### config.mk
export PLATFORM = sky130hd
export DESIGN_NAME = psor_regs
export DESIGN_NICKNAME = d
export VERILOG_FILES = /design/src/include/psor_pkg.sv /design/src/hdl/psor_regs.sv /design/src/hdl/psor_strap_latch.sv
export SDC_FILE = /design/constraint.sdc
export NUM_CORES = 1
export LEC_CHECK = 0
export ABC_AREA = 1
export BUFFER_PORTS_ARGS = -buffer_cell sky130_fd_sc_hd__clkbuf_2
export CAP_MARGIN = 20
export CORE_ASPECT_RATIO = 2
export CORE_MARGIN = 2
export CORE_UTILIZATION = 27
export CTS_BUF_LIST = sky130_fd_sc_hd__clkbuf_16
export CTS_CLUSTER_DIAMETER = 120
export DETAILED_ROUTE_END_ITERATION = 8
export GPL_ROUTABILITY_DRIVEN = 0
export SLEW_MARGIN = 30
export SYNTH_ARGS = -nofsm -noshare
export SYNTH_HDL_FRONTEND = slang
export SYNTH_SLANG_ARGS = --single-unit
### constraint.sdc
create_clock -name clk -period 1 [get_ports clk]
set_input_delay 0 -clock clk [delete_from_list [all_inputs] [get_ports clk]]
set_output_delay 0 -clock clk [all_outputs]
set_load 0.01 [all_outputs]
### src/include/psor_pkg.sv
// Purpose: Shared constants and carriers for the strap and override register bank
// Assumes: 16-bit extended registers reached through an indirect access engine
// Notes:   Offsets are the register numbers inside their extended device group
package psor_pkg;

    // Extended device groups
    localparam logic [4:0]  DEV_PMA        = 5'h01;    // Group holding link-up time
    localparam logic [4:0]  DEV_VENDOR     = 5'h02;    // Group holding strap registers

    // Register numbers
    localparam logic [15:0] REG_GIG_LINKUP = 16'h005a; // Link-up time control
    localparam logic [15:0] REG_COMMON     = 16'h0000; // Common control
    localparam logic [15:0] REG_STRAP_STAT = 16'h0001; // Strap status
    localparam logic [15:0] REG_OP_OVR     = 16'h0002; // Operation strap override

    // Basic control value that unlocks the link-up time field
    localparam logic [15:0] BASIC_FORCED_100 = 16'h2100;

    // Field positions
    localparam int LINKUP_LSB     = 1;   // Link-up time field low bit
    localparam int LINKUP_MSB     = 3;   // Link-up time field high bit
    localparam int LINKUP_RSV_LSB = 4;   // Writable reserved field low bit
    localparam int LINKUP_RSV_MSB = 8;   // Writable reserved field high bit
    localparam int CC_LED_OVR     = 4;   // Led style override, write-only
    localparam int CC_LED_STAT    = 3;   // Led style status
    localparam int CC_CLK_EN      = 1;   // Reference clock output enable
    localparam int SS_LED         = 7;   // Led style strap copy
    localparam int SS_CLK         = 5;   // Reference clock strap copy
    localparam int OVR_WAKE_TWO   = 10;  // Wake enable on interrupt pin
    localparam int OVR_WAKE_ONE   = 8;   // Wake enable on led pin
    localparam int OVR_PWRDN      = 7;   // Chip power-down override

    // Reset values
    localparam logic [2:0]  LINKUP_RST     = 3'h4;  // Binary 100
    localparam logic [4:0]  LINKUP_RSV_RST = 5'h10; // Reserved writable default
    localparam logic [3:0]  MODE_PWRDN     = 4'h7;  // Mode strap code for power-down

    // Shared pin select encoding
    typedef enum logic [1:0] {
        PSOR_SEL_WAKE_ONLY,
        PSOR_SEL_OTHER_ONLY,
        PSOR_SEL_BOTH,
        PSOR_SEL_RSVD
    } psor_sel_e;

    // Latched strap values
    typedef struct packed {
        logic       led_style;  // 1 = single-led
        logic       clk_out;    // 1 = reference clock on
        logic [2:0] phy_addr;   // Low address bits
        logic [3:0] op_mode;    // Operating mode straps
    } psor_strap_s;

    // Register access request
    typedef struct packed {
        logic        wr;        // Write strobe
        logic [4:0]  dev;       // Device group
        logic [15:0] addr;      // Register number
        logic [15:0] data;      // Write data
    } psor_req_s;

endpackage

### src/hdl/psor_regs.sv
// Purpose: Strap capture, overrides and wake routing registers of the transceiver
// Assumes: Requests come from the indirect access engine on the same clock
// Notes:   Read data returns one cycle after the request
//
// Summary of operation
// - Link-up time resets 100, gated by forced-100
// - Led override write updates led status
// - Led override bit always reads zero
// - Led status from strap, then override writes
// - Clock enable override, reset from strap
// - Strap status shows led and clock straps
// - Strap status low bits give address straps
// - Bit 10 enables wake on interrupt pin
// - Bit 8 enables wake on led pin
// - Bit 7 forces power-down, reset from mode
// - Pin select: wake, other, both, reserved
`timescale 1ns/1ps
module psor_regs (
    input  wire logic                  clk,            // 200 MHz clock
    input  wire logic                  rst,            // Synchronous reset, high
    input  wire psor_pkg::psor_strap_s strap_pins,     // Raw strap pins
    input  wire logic                  req_valid,      // Register access strobe
    input  wire psor_pkg::psor_req_s   req,            // Access details
    input  wire logic [15:0]           basic_ctrl,     // Basic control register value
    input  wire logic [1:0]            wake_sel,       // Wake output select field
    input  wire logic                  int_raw,        // Interrupt request, active high
    input  wire logic                  wake_raw,       // Wake event, active high
    input  wire logic                  first_led_pin_raw,       // Led one drive
    output logic                       rd_valid,       // Read data valid pulse
    output logic [15:0]                rd_data,        // Read data
    output logic                       led_single,     // Led style in force
    output logic                       ref_clk_en,     // Reference clock output on
    output logic                       chip_pwrdn,     // Chip power-down in force
    output logic [4:0]                 phy_addr,       // Management address
    output logic                       first_led_pin,  // Led one / wake pin level
    output logic                       int_pin_n       // Interrupt / wake pin, active low
);
    psor_pkg::psor_strap_s strap;        // Latched straps
    logic                  capture;      // Strap capture pulse
    logic                  load_dflt;    // Strap defaults load, capture plus one
    logic [2:0]            linkup_time;  // Link-up time field
    logic [4:0]            linkup_rsv;   // Writable reserved field
    logic                  led_stat;     // Led style status
    logic                  clk_en;       // Clock output override
    logic                  cc_rsv2;      // Writable reserved bit 2
    logic                  cc_rsv0;      // Writable reserved bit 0
    logic                  wake_two_en;  // Wake on interrupt pin
    logic                  wake_one_en;  // Wake on led pin
    logic                  pwrdn;        // Power-down override

    psor_strap_latch u_latch (
        .clk     (clk),
        .rst     (rst),
        .pins    (strap_pins),
        .strap   (strap),
        .capture (capture)
    );

    // Address decode
    wire hit_linkup = req.dev == psor_pkg::DEV_PMA && req.addr == psor_pkg::REG_GIG_LINKUP;
    wire in_vendor  = req.dev == psor_pkg::DEV_VENDOR;
    wire hit_common = in_vendor && req.addr == psor_pkg::REG_COMMON;
    wire hit_strap  = in_vendor && req.addr == psor_pkg::REG_STRAP_STAT;
    wire hit_ovr    = in_vendor && req.addr == psor_pkg::REG_OP_OVR;
    wire linkup_open = basic_ctrl == psor_pkg::BASIC_FORCED_100;
    wire wr = req_valid & req.wr;

    // Read views; unused and reserved read-only bits return zero
    wire [15:0] v_linkup = {7'h00, linkup_rsv, linkup_open ? linkup_time : 3'h0, 1'b0};
    wire [15:0] v_common = {11'h000, 1'b0, led_stat, cc_rsv2, clk_en, cc_rsv0};
    wire [15:0] v_strap  = {8'h00, strap.led_style, 1'b0, strap.clk_out, 2'h0,
                            strap.phy_addr};
    wire [15:0] v_ovr    = {5'h00, wake_two_en, 1'b0, wake_one_en, pwrdn, 7'h00};
    wire [15:0] next_rd  = hit_linkup ? v_linkup :
                           hit_common ? v_common :
                           hit_strap  ? v_strap  :
                           hit_ovr    ? v_ovr    : 16'h0000;

    // Pin routing, shared select encoding
    wire sel_wake  = wake_sel == 2'(psor_pkg::PSOR_SEL_WAKE_ONLY) ||
                     wake_sel == 2'(psor_pkg::PSOR_SEL_BOTH);
    wire sel_other = wake_sel == 2'(psor_pkg::PSOR_SEL_OTHER_ONLY) ||
                     wake_sel == 2'(psor_pkg::PSOR_SEL_BOTH);
    wire wake_on_int = sel_wake & wake_two_en & wake_raw;
    wire wake_on_led = sel_wake & wake_one_en & wake_raw;
    // Both-mode merges functions; pin is active low for the merged int
    wire next_int_n  = ~((sel_other & int_raw) | wake_on_int);
    wire next_first_led_pin   = (sel_other & first_led_pin_raw) | wake_on_led;

    // Defaults load one cycle after capture; strap only holds the new pins then
    always_ff @(posedge clk) begin
        if (rst) begin
            load_dflt <= 1'b0;
        end else begin
            load_dflt <= capture;
        end
    end

    // Link-up time register
    always_ff @(posedge clk) begin
        if (rst) begin
            linkup_time <= psor_pkg::LINKUP_RST;
            linkup_rsv  <= psor_pkg::LINKUP_RSV_RST;
        end else if (wr && hit_linkup) begin
            linkup_rsv <= req.data[psor_pkg::LINKUP_RSV_MSB:psor_pkg::LINKUP_RSV_LSB];
            if (linkup_open) begin
                linkup_time <= req.data[psor_pkg::LINKUP_MSB:psor_pkg::LINKUP_LSB];
            end
        end
    end

    // Common control; strap defaults loaded one cycle after capture
    always_ff @(posedge clk) begin
        if (rst) begin
            led_stat <= 1'b0;
            clk_en   <= 1'b0;
            cc_rsv2  <= 1'b0;
            cc_rsv0  <= 1'b0;
        end else if (load_dflt) begin
            led_stat <= strap.led_style;
            clk_en   <= strap.clk_out;
        end else if (wr && hit_common) begin
            led_stat <= req.data[psor_pkg::CC_LED_OVR];
            clk_en   <= req.data[psor_pkg::CC_CLK_EN];
            cc_rsv2  <= req.data[2];
            cc_rsv0  <= req.data[0];
        end
    end

    // Operation override register
    always_ff @(posedge clk) begin
        if (rst) begin
            wake_two_en <= 1'b0;
            wake_one_en <= 1'b0;
            pwrdn       <= 1'b0;
        end else if (load_dflt) begin
            pwrdn <= strap.op_mode == psor_pkg::MODE_PWRDN;
        end else if (wr && hit_ovr) begin
            wake_two_en <= req.data[psor_pkg::OVR_WAKE_TWO];
            wake_one_en <= req.data[psor_pkg::OVR_WAKE_ONE];
            pwrdn       <= req.data[psor_pkg::OVR_PWRDN];
        end
    end

    // Registered outputs; reads answer one cycle later
    always_ff @(posedge clk) begin
        if (rst) begin
            rd_valid      <= 1'b0;
            rd_data       <= 16'h0000;
            led_single    <= 1'b0;
            ref_clk_en    <= 1'b0;
            chip_pwrdn    <= 1'b0;
            phy_addr      <= 5'h00;
            first_led_pin <= 1'b0;
            int_pin_n     <= 1'b1;
        end else begin
            rd_valid      <= req_valid & ~req.wr;
            rd_data       <= next_rd;
            led_single    <= led_stat;
            ref_clk_en    <= clk_en;
            chip_pwrdn    <= pwrdn;
            phy_addr      <= {2'b00, strap.phy_addr};
            first_led_pin <= next_first_led_pin;
            int_pin_n     <= next_int_n;
        end
    end
endmodule

### src/hdl/psor_strap_latch.sv
// Purpose: Synchronise strap pins and capture them once at reset release
// Assumes: Pins are asynchronous; rst is synchronous active high
// Notes:   Capture fires on the first cycle after rst falls
`timescale 1ns/1ps
module psor_strap_latch (
    input  wire logic                   clk,      // 200 MHz clock
    input  wire logic                   rst,      // Synchronous reset
    input  wire psor_pkg::psor_strap_s  pins,     // Raw strap pins
    output psor_pkg::psor_strap_s       strap,    // Held strap values
    output logic                        capture   // One-cycle capture pulse
);
    psor_pkg::psor_strap_s sync_a;  // First stage, read only by second
    psor_pkg::psor_strap_s sync_b;  // Second stage
    logic                  in_rst;  // Reset seen last cycle

    // Two-stage synchroniser
    always_ff @(posedge clk) begin
        sync_a <= pins;
        sync_b <= sync_a;
    end

    // Falling edge of reset marks capture
    assign capture = in_rst & ~rst;

    // Latch once, hold until next reset
    always_ff @(posedge clk) begin
        in_rst <= rst;
        if (rst) begin
            strap <= '0;
        end else if (capture) begin
            strap <= sync_b;
        end
    end
endmodule

==> impl_metrics.toml <==
[clock_tree]
cts-root-buf = "clkbuf_16"
cts.clk_slew.worst_paths_ns = 0.05
numCtsBuffers = 9
cts-htree-levels = 3
cts.sinks = 63
clk-insertion-delay-late_ns = 0.33
clk_path_buf_depth = 2
cts_tree = "yes"

[power]
powerDensity_nw_per_um2 = 1740
pwr-share-seq = 0.408
comb_power_share = 0.080
p_sw_frac = 0.219
p_int_mw = 5.03
p_sw_mw = 1.41
clkPwrFrac = 0.513
ir_drop_uv = 1020
leakagePower_nw = 1.80

[detailed_routing]
wl_per_cell_um = 11.5
drt_first_pass_iters = 4
vias_per_cell = 4.35
num_vias = 2455
drc = 0
drtIter0Drc = 82
wl_um = 6470
postRouteAntennaNets = 0

[grt]
grt_max_degree = 21
grt_overflow = 0
grt_pass1_vias = 2446
grt_pass1_wl_um = 10500
antenna_found_initial = 0
track_usage = 0.136

[floorplan]
rows = 50
pin_count = 98
fp.dieH_um = 141
dieArea_um2 = 10200
die_w_um = 72.6
core_um2 = 9260
initial_core_util = 0.274

[worst_setup_path]
r2r_end = "cc_rsv2"
required_ns = 1.27
rr_startpoint = "load_dflt"
critPathCaptureType = "flop"
regToRegSetupSlack_ns = 0.09
arrival_ns = 1.18
crit_fanout = 4
reg2reg_depth = 4
cp-start-kind = "flop"
worstSetupPathType = "flop to flop"

[synth]
synth_area_leaders = "dfxtp_1 50%, nor2_1 12%, nand2_1 7.8%, inv_1 5.2%, nand4_1 3.4%"
seq_area_frac_synth = 0.497
synth_seq_cells = 63
async_flop_share = 0
yosys_warnings = 0
synth_area_leader_cell = "dfxtp_1"
synth_edf_count = 0
synth_top_area_frac = 0.497
netlist_instances = 330
avgSynthCellArea_um2 = 7.70
yosysUniqueCellTypes = 33
ys.flop_type = "dfxtp_1"
synth_area_um2 = 2540

[timing]
finalSetupViolCount = 0
hold_viol = 0
clock_skew_ns = 0.00410
maxSlewViolCount = 0
fin_crit_ns = 0.914
fin_hold_ws_ns = 0.0153
fmax_mhz = 1090
rsz0062_at_grt = "no"
fin_crit_sh = 0.914

[layout]
area_delta_synth_final_pct = 45.6
drive_above_1_share = 0.311
num_antenna_cells = 0
fill_cells = 959
postLayoutCellArea_um2 = 3700
nets = 528

[placed_design]
port_buffers = 83
dp_hpwl_um = 5270
placed_area_um2 = 3180

[min_path]
hp-class = "primary input to flop"
holdCritStartpoint = "req[10]"
min_path_cells = 5
hold_end = "wake_two_en"

[run_status]
status = "complete, no violations"

[flow_run]
drv_cap = 0
-- synth_stat cells (3+ instances only) --
| cell type | n |
|---|---|
| buf_4 | 8 |
| nand3_1 | 17 |
| inv_1 | 35 |
| nor2_2 | 6 |
| o21ai_0 | 12 |
| buf_2 | 3 |
| nand4_1 | 14 |
| nor2_1 | 80 |
| nand2_2 | 4 |
| o31ai_1 | 4 |
| nand2_1 | 53 |
| nor2_4 | 3 |
| a21oi_1 | 4 |
| dfxtp_1 | 63 |
-- worst max-delay path, cell delays in order (launching register included) --
cell and delay (ns):
dfxtp_1 0.33, buf_4 0.16, nor3_2 0.21, nor2_1 0.06, nor2_1 0.09
-- cells in the final DEF (no fill, tap or decap), drive strengths merged --
cell	netlist	routed
clkinvlp	0	2
nor3b	1	1
bufinv	0	2
a21oi	4	4
nand2	58	58
or2	1	1
a211oi	1	1
nand2b	1	1
conb	1	8
inv	37	37
nor2	90	90
o21ai	13	13
a32o	1	1
o31ai	4	4
buf	12	19
dlygate4sd3	0	19
ha	2	2
nand3	20	20
clkinv	1	4
o211ai	1	1
clkbuf	2	92
nand4	14	14
dfxtp	63	63
nor3	3	3
-- metrics by stage --
stage	power [mW]	setup TNS (ns)	setup slack [ns]	std cells	util
2_1_floorplan	2.90	0	0.00968	337	-
3_5_place_dp	3.14	-3.21	-0.213	529	0.344
4_1_cts	6.53	0	0.0384	564	0.399
5_1_grt	6.72	0	0.0116	564	0.399
3_3_place_gp	3.13	-2.38	-0.212	529	0.344
6_report	6.44	0	0.0856	564	0.399
-- logic make-up (layout without fill, tap and decap cells) --
| group | Yosys count | count (layout) | synth area share |
|---|---|---|---|
| AOI/OAI and AO/OA | 24 | 24 | 0.0567 |
| adders and majority gates | 2 | 2 | 0.00985 |
| buffers and inverters | 52 | 175 | 0.0901 |
| DFF | 63 | 63 | 0.497 |
| other | 1 | 8 | 0.00148 |
| and+or+nand+nor | 188 | 188 | 0.345 |
-- routing by layer --
layer  global-route usage  up-vias  wire length, µm
met1                0.120     1084             2190
li1                     -     1274                -
met4               0.0975        0              306
met3               0.0279       22              277
met5                    0        -                0
met2                0.256       75             3700
-- repair_timing --
item / CTS / global route
endpoints found under the hold margin: 17 / 0
endpoints found under the setup margin: 0 / 6
hold buffers: 19 / 0
gates resized for setup: 0 / 3
buffers inserted: 0 / 0
-- worst max path at each step --
stage	startpoint	endpoint	cells after the start
floorplan	load_dflt	led_stat	5
global placement	req[20]	rd_data[2]	8
detailed placement	req[36]	rd_data[2]	8
CTS	load_dflt	clk_en	4
global route	req[36]	rd_data[7]	10
finish	load_dflt	cc_rsv2	4
-- layout make-up --
| cell class | instances | area, µm² | share of cell area |
|---|---|---|---|
| repair buffers | 121 | 761 | 0.206 |
| inverters | 38 | 143 | 0.0386 |
| clock buffers | 9 | 225 | 0.0609 |
| clock inverters | 7 | 97.6 | 0.0264 |
| flip-flops and latches | 63 | 1260 | 0.341 |
| well taps | 104 | 130 | 0.0352 |
| multi-input cells | 222 | 1080 | 0.292 |
-- power by group through the flow --
stage	Clock [mW]	Sequential, mW	Combinational, mW
final	3.30	2.63	0.512
after global routing	3.51	2.64	0.574
after CTS	3.38	2.63	0.517
after detailed placement	0	2.68	0.458
after global placement	0	2.68	0.450
after floorplan	0	2.68	0.223
-- state kept, by name, indices dropped and copies added, names as in the netlist, 3 cells and up --
| register | count |
|---|---|
| linkup_time | 3 |
| u_latch.sync_b | 9 |
| u_latch.sync_a | 9 |
| linkup_rsv | 5 |
| phy_addr | 3 |
| u_latch.strap | 9 |
| rd_data | 10 |
(Power assumes the default switching activity.)
